`src/hdl/apsc_defs.svh`:
```
// constants for the analyzer pattern sync control
`ifndef APSC_DEFS_SVH
`define APSC_DEFS_SVH
`define APSC_BLOCK_BITS    13'h1000
`define APSC_BLOCK_LAST    13'h0FFF
`define APSC_PRBS_THRESH   13'h0400
`define APSC_WORD_THRESH   13'h0080
`define APSC_CNT_W         13
`define APSC_ERRCNT_W      32
`define APSC_ZERO_CNT      13'h0000
`define APSC_ZERO_ERR      32'h0000_0000
`endif

```
`src/hdl/apsc_pkg.sv`:
```
// types for the analyzer pattern sync control
package apsc_pkg;
  typedef enum logic [1:0] {
    APSC_MODE_MANUAL = 2'b00,
    APSC_MODE_REALIGN = 2'b01,
    APSC_MODE_HUNT = 2'b10
  } apsc_mode_t;
endpackage

```
`src/hdl/apsc_rate_win.sv`:
```
// error-rate window: counts errors per fixed block of received bits
`timescale 1ns/100ps
`include "apsc_defs.svh"
module apsc_rate_win (
  // clock and reset
  input  wire logic                    clk,
  input  wire logic                    nrst,
  // bit stream compare
  input  wire logic                    bit_valid,
  input  wire logic                    bit_error,
  input  wire logic                    word_pattern,
  // result
  output logic                         block_done,
  output logic                         block_over
);
  logic [`APSC_CNT_W-1:0] bit_cnt_ff;
  logic [`APSC_CNT_W-1:0] nxt_bit_cnt;
  logic [`APSC_CNT_W-1:0] err_cnt_ff;
  logic [`APSC_CNT_W-1:0] nxt_err_cnt;
  logic [`APSC_CNT_W-1:0] thresh;
  logic                   last_bit;
  logic [`APSC_CNT_W-1:0] err_total;

  always_comb begin
    thresh      = word_pattern ? `APSC_WORD_THRESH : `APSC_PRBS_THRESH;
    last_bit    = bit_valid && (bit_cnt_ff == `APSC_BLOCK_LAST);
    err_total   = err_cnt_ff + {{(`APSC_CNT_W-1){1'b0}}, bit_error};
    nxt_bit_cnt = bit_cnt_ff;
    nxt_err_cnt = err_cnt_ff;
    if (bit_valid) begin
      nxt_bit_cnt = last_bit ? `APSC_ZERO_CNT : bit_cnt_ff + 13'h0001;
      nxt_err_cnt = last_bit ? `APSC_ZERO_CNT : err_total;
    end
    block_done = last_bit;
    // over threshold when errors reach the word or PRBS threshold count, chosen by word_pattern, in the block
    block_over = last_bit && (err_total >= thresh);
  end

  always_ff @(posedge clk or negedge nrst) begin
    if (!nrst) begin
      bit_cnt_ff <= `APSC_ZERO_CNT;
      err_cnt_ff <= `APSC_ZERO_CNT;
    end else begin
      bit_cnt_ff <= nxt_bit_cnt;
      err_cnt_ff <= nxt_err_cnt;
    end
  end
endmodule

```
`src/hdl/apsc_sync_ctrl.sv`:
```
// pattern sync control: lock, hunt/hold modes, history and sync-loss
`timescale 1ns/100ps
`include "apsc_defs.svh"
module apsc_sync_ctrl (
  // clock and reset
  input  wire logic                      clk,
  input  wire logic                      nrst,
  // received stream compare
  input  wire logic                      bit_valid,
  input  wire logic                      bit_error,
  input  wire logic                      clock_slip,
  input  wire logic                      word_pattern,
  input  wire logic                      reference_input_select,
  // user controls, one-cycle presses
  input  wire logic                      hunt_press,
  input  wire logic                      hold_press,
  input  wire logic                      interval_start,
  input  wire logic                      sync_loss_clear,
  input  wire logic                      history_clear,
  // setup search and counter-clear requests, one-cycle pulses
  output logic                           full_search,
  output logic                           align_search,
  output logic                           counters_clear,
  // status
  output logic                           lock,
  output logic                           hunt_on,
  output logic                           hold_on,
  output logic                           sync_loss,
  output logic                           error_history,
  output logic                           slip_history,
  output logic [`APSC_ERRCNT_W-1:0]      error_count
);
  logic block_done;
  logic block_over;

  apsc_rate_win u_win (
    .clk          (clk),
    .nrst         (nrst),
    .bit_valid    (bit_valid),
    .bit_error    (bit_error),
    .word_pattern (word_pattern),
    .block_done   (block_done),
    .block_over   (block_over)
  );

  apsc_pkg::apsc_mode_t mode_ff, nxt_mode;
  logic                 lock_ff, nxt_lock;
  logic                 loss_ff, nxt_loss;
  logic                 ehist_ff, nxt_ehist;
  logic                 shist_ff, nxt_shist;
  logic                 full_ff, nxt_full;
  logic                 align_ff, nxt_align;
  logic                 cclr_ff, nxt_cclr;
  logic                 armed_ff, nxt_armed;
  logic [`APSC_ERRCNT_W-1:0] ecnt_ff, nxt_ecnt;
  logic                 lock_lost;
  logic                 lock_gain;

  always_comb begin
    nxt_mode  = mode_ff;
    nxt_lock  = lock_ff;
    nxt_loss  = loss_ff;
    nxt_ehist = ehist_ff;
    nxt_shist = shist_ff;
    nxt_full  = 1'b0;
    nxt_align = 1'b0;
    nxt_cclr  = 1'b0;
    nxt_armed = armed_ff;
    nxt_ecnt  = ecnt_ff;
    // lock follows the block's rate versus threshold
    if (block_done) begin
      nxt_lock = !block_over;
    end
    lock_lost = block_done && block_over && lock_ff;
    lock_gain = block_done && !block_over && !lock_ff;
    // mode selection, a hunt press wins over a hold press in the same cycle
    if (hunt_press) begin
      nxt_mode = (mode_ff == apsc_pkg::APSC_MODE_HUNT) ? apsc_pkg::APSC_MODE_MANUAL
                                                      : apsc_pkg::APSC_MODE_HUNT;
    end else if (hold_press) begin
      nxt_mode = (mode_ff == apsc_pkg::APSC_MODE_REALIGN) ? apsc_pkg::APSC_MODE_MANUAL
                                                         : apsc_pkg::APSC_MODE_REALIGN;
    end
    // immediate resync on enabling hunting, unless reference_input_select is set
    if (hunt_press && mode_ff != apsc_pkg::APSC_MODE_HUNT && !reference_input_select) begin
      nxt_full = 1'b1;
    end
    // new interval releases hold and allows one search
    if (interval_start) begin
      if (mode_ff == apsc_pkg::APSC_MODE_REALIGN && !hold_press && !hunt_press) begin
        nxt_mode = apsc_pkg::APSC_MODE_MANUAL;
      end
      nxt_armed = 1'b1;
    end
    if (block_done && block_over) begin
      unique case (mode_ff)
        // full setup search on loss of lock
        apsc_pkg::APSC_MODE_HUNT: nxt_full = lock_ff || armed_ff || nxt_full;
        // alignment-only search while rate reaches threshold
        apsc_pkg::APSC_MODE_MANUAL: nxt_align = 1'b1;
        // held: keep setup, keep counting
        apsc_pkg::APSC_MODE_REALIGN: nxt_align = 1'b0;
        default: nxt_align = 1'b0;
      endcase
      nxt_armed = 1'b0;
    end
    // sticky loss, set wins over clear
    if (sync_loss_clear) begin
      nxt_loss = 1'b0;
    end
    if (lock_lost) begin
      nxt_loss = 1'b1;
    end
    if (history_clear) begin
      nxt_ehist = 1'b0;
      nxt_shist = 1'b0;
    end
    if (bit_valid && bit_error) begin
      nxt_ehist = 1'b1;
      nxt_ecnt  = ecnt_ff + 32'h0000_0001;
    end
    if (clock_slip) begin
      nxt_shist = 1'b1;
    end
    if (interval_start) begin
      nxt_ecnt = `APSC_ZERO_ERR;
    end
    // regained under hunting: clear history and counters
    if (lock_gain && mode_ff == apsc_pkg::APSC_MODE_HUNT) begin
      nxt_ehist = 1'b0;
      nxt_shist = 1'b0;
      nxt_ecnt  = `APSC_ZERO_ERR;
      nxt_cclr  = 1'b1;
    end
  end

  always_ff @(posedge clk or negedge nrst) begin
    if (!nrst) begin
      mode_ff  <= apsc_pkg::APSC_MODE_MANUAL;
      lock_ff  <= 1'b0;
      loss_ff  <= 1'b0;
      ehist_ff <= 1'b0;
      shist_ff <= 1'b0;
      full_ff  <= 1'b0;
      align_ff <= 1'b0;
      cclr_ff  <= 1'b0;
      armed_ff <= 1'b0;
      ecnt_ff  <= `APSC_ZERO_ERR;
    end else begin
      mode_ff  <= nxt_mode;
      lock_ff  <= nxt_lock;
      loss_ff  <= nxt_loss;
      ehist_ff <= nxt_ehist;
      shist_ff <= nxt_shist;
      full_ff  <= nxt_full;
      align_ff <= nxt_align;
      cclr_ff  <= nxt_cclr;
      armed_ff <= nxt_armed;
      ecnt_ff  <= nxt_ecnt;
    end
  end

  assign full_search    = full_ff;
  assign align_search   = align_ff;
  assign counters_clear = cclr_ff;
  assign lock           = lock_ff;
  assign hunt_on        = (mode_ff == apsc_pkg::APSC_MODE_HUNT);
  assign hold_on        = (mode_ff == apsc_pkg::APSC_MODE_REALIGN);
  assign sync_loss      = loss_ff;
  assign error_history  = ehist_ff;
  assign slip_history   = shist_ff;
  assign error_count    = ecnt_ff;

  // checks
  a_modes_exclusive: assert property (@(posedge clk) disable iff (!nrst)
    !(hunt_on && hold_on)) else $error("hunt and hold both on");
  a_lock_follows: assert property (@(posedge clk) disable iff (!nrst)
    block_done |=> (lock == !$past(block_over))) else $error("lock wrong");
  a_loss_sticky: assert property (@(posedge clk) disable iff (!nrst)
    sync_loss && !sync_loss_clear |=> sync_loss) else $error("loss dropped");
  a_loss_sets: assert property (@(posedge clk) disable iff (!nrst)
    block_done && block_over && lock |=> sync_loss) else $error("loss not set");
  a_hold_no_align: assert property (@(posedge clk) disable iff (!nrst)
    hold_on && block_over |=> !align_search) else $error("align in hold");
  a_manual_align: assert property (@(posedge clk) disable iff (!nrst)
    !hunt_on && !hold_on && block_over |=> align_search
    && (full_search == $past(hunt_press && !reference_input_select)))
    else $error("no align search");
  a_hunt_start: assert property (@(posedge clk) disable iff (!nrst)
    hunt_press && !hunt_on && !reference_input_select |=> full_search && hunt_on)
    else $error("no immediate resync");
  a_hunt_regain: assert property (@(posedge clk) disable iff (!nrst)
    hunt_on && block_done && !block_over && !lock |=> error_count == `APSC_ZERO_ERR
    && !error_history && !slip_history && counters_clear) else $error("regain clear");
  a_hold_toggle: assert property (@(posedge clk) disable iff (!nrst)
    hold_press && !hunt_press && !hold_on |=> hold_on) else $error("hold no toggle");
  a_interval_release: assert property (@(posedge clk) disable iff (!nrst)
    hold_on && interval_start && !hold_press && !hunt_press |=> !hold_on)
    else $error("hold not released");
  c_lock_loss: cover property (@(posedge clk) disable iff (!nrst) lock ##1 !lock);
  c_hunt_regain: cover property (@(posedge clk) disable iff (!nrst) hunt_on && counters_clear);
  c_hold_release: cover property (@(posedge clk) disable iff (!nrst) hold_on ##1 !hold_on);
endmodule

```
`config.mk`:
```
export PLATFORM = sky130hd
export DESIGN_NAME = apsc_sync_ctrl
export DESIGN_NICKNAME = d
export VERILOG_FILES = /design/src/hdl/apsc_pkg.sv /design/src/hdl/apsc_rate_win.sv /design/src/hdl/apsc_sync_ctrl.sv
export VERILOG_INCLUDE_DIRS = /design/src /design/src/hdl
export SDC_FILE = /design/constraint.sdc
export NUM_CORES = 1
export LEC_CHECK = 0
export BUFFER_PORTS_ARGS = -buffer_cell sky130_fd_sc_hd__buf_4
export CORE_MARGIN = 4
export CORE_UTILIZATION = 55
export CTS_CLUSTER_DIAMETER = 120
export CTS_CLUSTER_SIZE = 20
export DETAILED_ROUTE_END_ITERATION = 7
export GPL_ROUTABILITY_DRIVEN = 0
export PLACE_DENSITY_LB_ADDON = 0.05
export SLEW_MARGIN = 5
export SYNTH_ARGS = -nofsm -noshare
export SYNTH_HDL_FRONTEND = slang
export SYNTH_SLANG_ARGS = --single-unit
```
`constraint.sdc`:
```
create_clock -name clk -period 3.7 [get_ports clk]
set_input_delay 0.37 -clock clk [delete_from_list [all_inputs] [get_ports clk]]
set_output_delay 0.37 -clock clk [all_outputs]
set_load 0.05 [all_outputs]
```
-- Yosys cells after proc, flatten, opt, wreduce, memory -nomap -nowiden
Cells that the tools add are included.
- register bits after elaboration: 68
- bits of input ports: 12
- output and inout port bits: 41
- logic and storage cells: 72
- $add $sub $neg: 3
- $lt $le $gt $ge: 1
- eq/ne operators: 4
- mux-type cells: 27
- reduce and logical (&&, ||, !) cells: 25
- operators with widths (kind ; count):
    32-bit 2-to-1 mux ; 3
    32-bit by 1-bit adder with 32-bit output (second input constant) ; 1
    13-bit 2-to-1 mux ; 2
    1-bit 2-to-1 mux ; 16
    13-bit by 1-bit adder with 13-bit output ; 1
    13-bit by 1-bit adder with 13-bit output (second input constant) ; 1
    13-bit by 12-bit equality test with 1-bit output (second input constant) ; 1
    13-bit >= comparator ; 1
    1-bit logical AND ; 12
    11-bit 2-to-1 mux ; 1
    2-bit 2-to-1 mux ; 5
    3-bit nonzero test ; 3
    1-bit logical NOT ; 5
    2-bit nonzero test ; 2
    2-bit by 1-bit equality test with 1-bit output (second input constant) ; 1
    2-bit equality test (second input constant) ; 1
    2-bit logical NOT ; 1
    1-bit logical OR ; 2
    2-bit inequality test (second input constant) ; 1

-- Logic depth before layout (Yosys ltp)
Gate-level depths: netlist of the first run.
- word-level depth: 8
- depth in mapped cells: 13
- mapped depth without buffers: 12

-- By module
From an unflattened synthesis of the first run, not the netlist that was laid out.
- cell total of the unflattened synthesis: 387
- area, all modules: 3641.0 µm²
- modules (own cells, without submodules) (module ; times used ; cells an instance ; area an instance (µm²) ; seq. area each (µm²)):
    apsc_sync_ctrl ; 1 ; 227 ; 2142.1 ; 1051.0
    apsc_rate_win ; 1 ; 160 ; 1498.9 ; 650.6

-- Least setup slack after synthesis of the first run
No wires, ideal clock.
- kind: in2reg
- from: input bit_error
- to: register ecnt_ff[10] (netlist: error_count[10])
- setup time: 0.120 ns
- arrival: 2.860 ns
- data required time: 3.580 ns
- setup slack: 0.721 ns
- stages: 12
- path buffers: 1
- path through: ha_1 -> ha_1 -> nand4_1 -> nor3_2 -> xor2_1 -> ha_1 -> nor2b_1 -> a2111oi_4 -> o221ai_2 -> o21bai_4 -> buf_6 -> nor2_1
- word-level cells in the longest chain between the ends: 8
- elaborated cells between the ends (all ways): 10
- those cells by class: 1 x add/sub; 1 x order compare; 1 x mux; 7 x reduce/logical
- RTL lines (element ; RTL line ; source):
    from (decl) ; apsc_sync_ctrl.sv:10 ; input wire logic bit_error,
    13-bit by 1-bit adder with 13-bit output ; apsc_rate_win.sv:27 ; err_total = err_cnt_ff + {{(`APSC_CNT_W-1){1'b0}}, bit_error};
    13-bit >= comparator ; apsc_rate_win.sv:36 ; block_over = last_bit && (err_total >= thresh);
    1-bit logical AND ; apsc_rate_win.sv:36 ;
    1-bit logical NOT ; apsc_sync_ctrl.sv:75 ; lock_gain = block_done && !block_over && !lock_ff;
    1-bit logical AND (2 in a row) ; apsc_sync_ctrl.sv:75 ;
    1-bit logical AND ; apsc_sync_ctrl.sv:129 ; if (lock_gain && mode_ff == apsc_pkg::APSC_MODE_HUNT) begin
    3-bit nonzero test (no line) or 32-bit 2-to-1 mux (tied branches) ; -- ;
    to (signal assigned) ; apsc_sync_ctrl.sv:148 ; ecnt_ff <= `APSC_ZERO_ERR;
    to (signal assigned) ; apsc_sync_ctrl.sv:159 ; ecnt_ff <= nxt_ecnt;
    to (decl) ; apsc_sync_ctrl.sv:55 ; logic [`APSC_ERRCNT_W-1:0] ecnt_ff, nxt_ecnt;
Parallel ways exist; a longest one is shown, timed or not.
A chain may end at the register's enable or synchronous reset.

-- Worst setup path in the final report of the first run
- from: register u_win.err_cnt_ff[0]
- to: register ecnt_ff[8] (netlist: error_count[8])
- word-level cells in the longest chain between the ends: 8
- elaborated cells between the ends (all ways): 9
- those cells by class: 1 x add/sub; 1 x order compare; 1 x mux; 6 x reduce/logical
- RTL lines (element ; RTL line ; source):
    from (decl) ; apsc_rate_win.sv:18 ; logic [`APSC_CNT_W-1:0] err_cnt_ff;
    from (signal assigned) ; apsc_rate_win.sv:42 ; err_cnt_ff <= `APSC_ZERO_CNT;
    from (signal assigned) ; apsc_rate_win.sv:45 ; err_cnt_ff <= nxt_err_cnt;
    13-bit by 1-bit adder with 13-bit output * ; apsc_rate_win.sv:27 ;
    13-bit >= comparator * ; apsc_rate_win.sv:36 ;
    1-bit logical AND * ; apsc_rate_win.sv:36 ;
    1-bit logical NOT * ; apsc_sync_ctrl.sv:75 ;
    1-bit logical AND * (2 in a row) ; apsc_sync_ctrl.sv:75 ;
    1-bit logical AND * ; apsc_sync_ctrl.sv:129 ;
    3-bit nonzero test (no line) or 32-bit 2-to-1 mux (tied branches) ; -- ;
Every way passes the cells marked *; elsewhere a longest branch is shown, timed or not.

==> run_results.csv, run 1 <==
group,metric,value,unit
status,status,"completed",
yosys,syn-cell-area,3507,sq um
floorplan,fp.dieW,87.86,um
cts,clk_path_buf_depth,2,
pwr,powerDensity,439.5,nW/um^2
route,dr.pass1.iters,4,
route,wl_per_cell,14.92,um
worst_setup_path,path_class,"flop to flop",
floorplan,io_pins,53,
cts,hold_buffers,0,
yosys,yosys_warnings,0,
sta,worst_hold_slack,119.0,ps
place,port_buffers,52,
yosys,synth_cells,362,
route,ant_nets,0,
cts,post_cts_buffers,0,
sta,slew_headroom,35.89,%
yosys,synth_edf_count,0,
cts,cts_buffers,9,
cts,clkTransAtPathRegs,70,ps
grt,grt_pass1_vias,2730,
yosys,yosysSeqAreaShare,48.52,%
sta,finClkSkew,7.412,ps
cts,cts_num_sinks,68,
floorplan,core_area,6061,sq um
grt,grt_max_degree,69,
pwr,p_leak,0.001875,uW
worst_setup_path,cp_data_required_time,3960,ps
cells_and_area,syn_to_final_growth,19.73,%
cells_and_area,layout_commonest_cell,"dfrtp_1",
floorplan,die_height,87.86,um
yosys,synth_ff_type,"dfrtp_1",
cells_and_area,layout_common_cells,"68 x dfrtp_1, 53 x buf_4, 49 x nor2_1",
sta,setup_viol,0,
floorplan,start_util,57.87,%
cts,cts_tree,"yes",
place,dpl.hpwl,5.215,mm
sta,finalSetupTns,0,ps
sta,fmaxAchievable,0.3013,GHz
grt,antenna_found_initial,0,
pwr,ir_drop,305.5,uV
grt,track_usage,21.28,%
grt,grt_pass1_wl,12.85,mm
worst_setup_path,reg2regPathDepth,13,
floorplan,fp-row-count,28,
yosys,syn-num-nets,380,
yosys,syn-mean-instance-area,9.688,sq um
route,route.detailed.drc,0,
route,viasPerCell,5.593,
worst_setup_path,cp-start-kind,"flop",
cells_and_area,layout.nets,434,
route,totalWireLength,7.398,mm
cells_and_area,diodes,0,
cts,cts_resized,0,
worst_setup_path,worstPathArrival,3580,ps
cells_and_area,fin_util,69.28,%
yosys,synthDistinctLibCells,42,
cts,cts_max_level,3,
sta,finalHoldViolCount,0,
route,num_vias,2774,
sta,slew_viol_final,0,
route,drt_iter0_markers,181,
sta,min_period,3319,ps
sta,worst_pin_slew,952.9,ps
cts,clock_latency,340,ps
cells_and_area,n_fill_cell,474,
floorplan,die_area,7719,sq um
grt,grt-ovfl-total,0,
yosys,ys_ff_latch,68,
worst_setup_path,crit_path_end_kind,"flop",
cells_and_area,drive_above_1_share,19.24,%
flow_run,maxCapViolations,0,
cts,root_buffer,"clkbuf_8",
sta,finalCritPeriodShare,89.70,%
worst_setup_path,crit_fanout,32,
sta,rsz0062_at_grt,"false",
min_path,min_path_type,"input pin to async pin",
yosys,async_reset_ff_share,100.0,%
[state kept, by name (all words and copies together), names as in the netlist]
signal / count
align_search: 1
armed_ff: 1
counters_clear: 1
error_count: 32
error_history: 1
full_search: 1
lock: 1
mode_ff: 2
slip_history: 1
sync_loss: 1
u_win.bit_cnt_ff: 13
u_win.err_cnt_ff: 13
[kinds of logic (layout without fill, tap and decap cells)]
kind of cell | count (synthesis) | in the layout | synth area share (%)
flip-flops | 68 | 68 | 48.52
AO/OA/AOI/OAI | 44 | 44 | 8.776
AND/OR/NAND/NOR | 174 | 174 | 25.15
XOR/XNOR | 43 | 43 | 10.74
buffers and inverters | 22 | 81 | 3.139
adder cells (fa/ha/maj) | 6 | 6 | 2.141
multiplexers | 5 | 5 | 1.534
[stage by stage]
| stage | setup slack (ps) | area, sq um | std cells | total power (uW) |
|---|---|---|---|---|
| final | 380.9 | 4199 | 496 | 1846 |
| after global routing | 6.193 | 4199 | 496 | 1942 |
| after CTS | 364.3 | 4199 | 496 | 1863 |
| after detailed placement | 287.7 | 3950 | 480 | 1115 |
| after global placement | 393.0 | 3950 | 480 | 1108 |
| after floorplan | 720.7 | 3507 | 362 | 1043 |
[layer usage]
metal  vias up  wire [um]  global-route usage (%)
met2        50       3660                   34.59
met4         0        117                   6.555
li1       1366          -                       -
met1      1348       3270                   27.63
met5         -          0                       0
met3        10        349                   6.115
[worst max-delay path: stages (launching register included)]
cell,delay (ps)
dfrtp_1,350
ha_1,190
ha_1,280
nand4_1,240
nor3_2,390
xor2_1,120
ha_1,330
nand2_1,80
nor4_1,230
nand3_1,130
o221ai_2,440
o21bai_4,130
buf_12,180
nor2_1,130
[final timing paths]
check                      slack [ps]                start         endpoint
max                               380  u_win.err_cnt_ff[0]   error_count[8]
min                               120                 nrst  error_count[15]
max reg2reg                       380  u_win.err_cnt_ff[0]   error_count[8]
min reg2reg                       480           mode_ff[0]     align_search
max in group asynchronous        3030                 nrst             lock
min in group clk                  200      sync_loss_clear        sync_loss
[cells in the mapped netlist, types with 3 or more instances]
library cell	n	share of area (%)
a21oi_1	8	1.1
and2_1	3	0.54
and3_1	7	1.2
and4_1	8	2.0
buf_2	4	0.57
buf_6	3	0.96
clkbuf_1	3	0.32
dfrtp_1	68	49
ha_1	6	2.1
inv_1	11	1.2
mux2_2	3	0.96
nand2_1	36	3.9
nand2b_1	5	0.89
nand3_1	26	3.7
nand4_1	14	2.5
nor2_1	49	5.2
nor2b_1	3	0.54
nor3_1	9	1.3
o21ai_0	10	1.4
o21ai_1	9	1.3
o2bb2ai_1	3	0.75
o31ai_1	4	0.86
or3_1	6	1.1
xnor2_1	17	4.2
xor2_1	26	6.5
[power breakdown]
| group | switching, uW | internal, uW |
|---|---|---|
| clock network | 277 | 466 |
| logic | 128 | 91.2 |
| registers | 78.7 | 804 |
| total | 484 | 1360 |
[layout make-up]
class	instances	area (sq um)	share of cell area, %
clock buffer	10	137.6	3.278
clock inverter	6	111.4	2.652
inverter	11	41.29	0.9833
multi-input combinational	272	1695	40.38
sequential	68	1702	40.52
tap	75	93.84	2.235
timing repair buffer	54	417.9	9.952
Power figures use the tool's default switching activity.
==> inputs of run 2 (changes only) <==
--- a/config.mk
+++ b/config.mk
@@ -6,9 +6,10 @@
 export SDC_FILE = /design/constraint.sdc
 export NUM_CORES = 1
 export LEC_CHECK = 0
+export ABC_AREA = 1
 export BUFFER_PORTS_ARGS = -buffer_cell sky130_fd_sc_hd__buf_4
 export CORE_MARGIN = 4
-export CORE_UTILIZATION = 55
+export CORE_UTILIZATION = 53
 export CTS_CLUSTER_DIAMETER = 120
 export CTS_CLUSTER_SIZE = 20
 export DETAILED_ROUTE_END_ITERATION = 7
==> constraint.sdc (replaced) <==
create_clock -name clk -period 2.9 [get_ports clk]
set_input_delay 0.29 -clock clk [delete_from_list [all_inputs] [get_ports clk]]
set_output_delay 0.29 -clock clk [all_outputs]
set_load 0.05 [all_outputs]
==> run_results.csv, run 2 <==
group,metric,value,unit
grt,track_usage,22.27,%
cells_and_area,final_cells,759,
floorplan,fp.dieW,98.35,um
cells_and_area,syn_to_final_growth,20.36,%
cells_and_area,final_cell_area,5207,sq um
cts,hold_buffers,0,
yosys,synthTopCellsByArea,"dfrtp_1 39%, nand2_1 14%, nand3_1 7.8%",
worst_setup_path,reg2regPathDepth,15,
cells_and_area,multi_input_area,2340,sq um
yosys,yosysMostFrequentCell,"nand2_1",
status,status,"completed",
pwr,powerDensity,476.6,nW/um^2
route,drt_iter0_markers,298,
yosys,yosysSeqAreaShare,39.33,%
yosys,yosys_warnings,0,
floorplan,start_util,55.13,%
cells_and_area,n_fill_cell,721,
yosys,ys_ff_latch,68,
sta,finalHoldViolCount,0,
cells_and_area,diodes,0,
yosys,syn-cell-area,4327,sq um
cts,root_buffer,"clkbuf_8",
floorplan,core_area,7848,sq um
pwr,p_comb_share,17.3,%
cells_and_area,largest_reg_flops,32,
route,num_vias,4179,
pwr,power_frac_seq,46.6,%
worst_setup_path,path_class,"flop to flop",
yosys,synth_cells,597,
sta,worst_pin_slew,876.2,ps
place,dpl.hpwl,7.402,mm
min_path,min_path_type,"input pin to async pin",
floorplan,die_area,9673,sq um
yosys,yosysTopAreaCell,"dfrtp_1",
worst_setup_path,cp-start-kind,"flop",
place,port_buffers,52,
sta,fmaxAchievable,0.3603,GHz
route,ant_nets,0,
cells_and_area,regArea,1702,sq um
cts,cts_max_level,3,
worst_setup_path,cp_data_required_time,3140,ps
cells_and_area,layout.nets,670,
pwr,p_int,1703,uW
place,placedCellCount,736,
yosys,ys_top_cells_by_count,"156 x nand2_1, 75 x nor2_1, 68 x dfrtp_1, 67 x nand3_1, 62 x inv_1",
grt,grt_max_degree,69,
cts,cts_tree,"yes",
yosys,syn-mean-instance-area,7.247,sq um
sta,finClkSkew,13.78,ps
cts,cts_buffers,9,
grt,grt_pass1_vias,3720,
worst_setup_path,worstPathArrival,3020,ps
floorplan,io_pins,53,
yosys,synthDistinctLibCells,35,
sta,slew_headroom,41.58,%
pwr,p_leak,0.002413,uW
route,dr.pass1.iters,5,
floorplan,die_height,98.35,um
pwr,swShare,31.37,%
pwr,share_clk_of_total_power,36.1,%
yosys,synth_ff_type,"dfrtp_1",
cells_and_area,drive_above_1_share,18.26,%
grt,antenna_found_initial,0,
yosys,synth_edf_count,0,
cells_and_area,layout_common_cells,"154 x nand2_1, 73 x nor2_1, 68 x dfrtp_1",
pwr,ir_drop,307.6,uV
route,totalWireLength,11.47,mm
floorplan,fp-row-count,32,
route,route.detailed.drc,0,
place,post_dp_cell_area,4787,sq um
cts,clkTransAtPathRegs,80,ps
grt,grt-ovfl-total,0,
yosys,async_reset_ff_share,100.0,%
grt,grt_pass1_wl,17.86,mm
cts,cts_num_sinks,68,
worst_setup_path,crit_fanout,9,
route,wl_per_cell,15.11,um
cts,clock_latency,350,ps
sta,slew_viol_final,0,
sta,min_period,2776,ps
worst_setup_path,crit_path_end_kind,"flop",
yosys,yosysTopAreaCellShare,39.33,%
sta,setup_viol,0,
cts,clk_path_buf_depth,2,
sta,finalCritPeriodShare,95.71,%
pwr,switching_power,778.5,uW
cells_and_area,layout_commonest_cell,"nand2_1",
route,viasPerCell,5.506,
yosys,syn-num-nets,615,
flow_run,maxCapViolations,0,
[run 2: changes by cell type after synthesis, moves of 8 or more]
cell,change
nand3_2,+21
nor2_1,+26
xnor2_1,-9
xor2_1,-11
nand2_1,+120
nand3_1,+41
nor3_1,+21
o21ai_1,-9
o21ai_0,+10
inv_1,+51
and4_1,-8
[run 2: cell type report]
cell class	count	share of cell area [%]
inverters	68	4.901
repair buffers	62	10.72
clock buffers	10	2.643
clock inverters	6	1.682
multi-input cells	443	44.93
well taps	102	2.451
flip-flops and latches	68	32.68
[run 2: path summary, 6_finish.rpt]
kind | start | endpoint | slack (ps)
max | u_win.err_cnt_ff[0] | error_count[12] | 120
max in group asynchronous | nrst | counters_clear | 2270
min | nrst | u_win.err_cnt_ff[5] | 40
min in group clk | hunt_press | mode_ff[0] | 110
min reg2reg | mode_ff[1] | align_search | 460
max reg2reg | u_win.err_cnt_ff[0] | error_count[12] | 120
[run 2: repair_timing]
action,CTS,global route
buffers inserted,0,1
gates resized for setup,0,18
setup endpoints to repair,0,40
hold endpoints to repair,0,0
[run 2: power groups by stage]
stage | Combinational (uW) | Clock (uW) | Sequential, uW
floorplan | 286 | 0 | 1160
global placement | 400 | 0 | 1160
detailed placement | 409 | 0 | 1160
CTS | 412 | 916 | 1140
global route | 497 | 965 | 1170
finish | 429 | 896 | 1160
[run 2: cells by family (layout without fill, tap and decap cells)]
logic type	count (synthesis)	in the layout	share of synthesized area, %
AND/OR/NAND/NOR	370	370	40.05
buffers and inverters	86	146	8.415
adder cells (fa/ha/maj)	6	6	1.735
XOR/XNOR	23	23	4.656
flip-flops	68	68	39.33
AO/OA/AOI/OAI	44	44	5.813
[run 2: per-stage QoR]
step / worst slack, ps / power (uW) / TNS, ps / util [%] / hold WS, ps
2_1_floorplan: 442.8 / 1443 / 0 / - / -5.591
3_3_place_gp: 104.2 / 1562 / 0 / 61.00 / 448.1
3_5_place_dp: 72.27 / 1570 / 0 / 61.00 / 443.0
4_1_cts: 76.41 / 2472 / 0 / 63.87 / 87.15
5_1_grt: -59.89 / 2633 / -1394 / 66.36 / 113.1
6_report: 124.3 / 2482 / 0 / 66.36 / 41.91
[run 2: critical path: stages, from the launching register on]
cell	delay, ps
dfrtp_1	400
ha_4	190
ha_4	140
nand2_1	60
nor2_2	170
nand2_1	100
nor2_1	140
xor2_1	230
ha_1	290
nand3_2	90
nand2_2	60
nor2_4	130
nand4_4	250
clkbuf_16	280
nand3_1	70
nand2_1	60
[run 2: layer usage]
layer | wire (um) | GRT usage [%]
met5 | 0 | 0
met4 | 212 | 4.937
met3 | 841 | 4.857
met2 | 4913 | 32.45
met1 | 5504 | 33.86
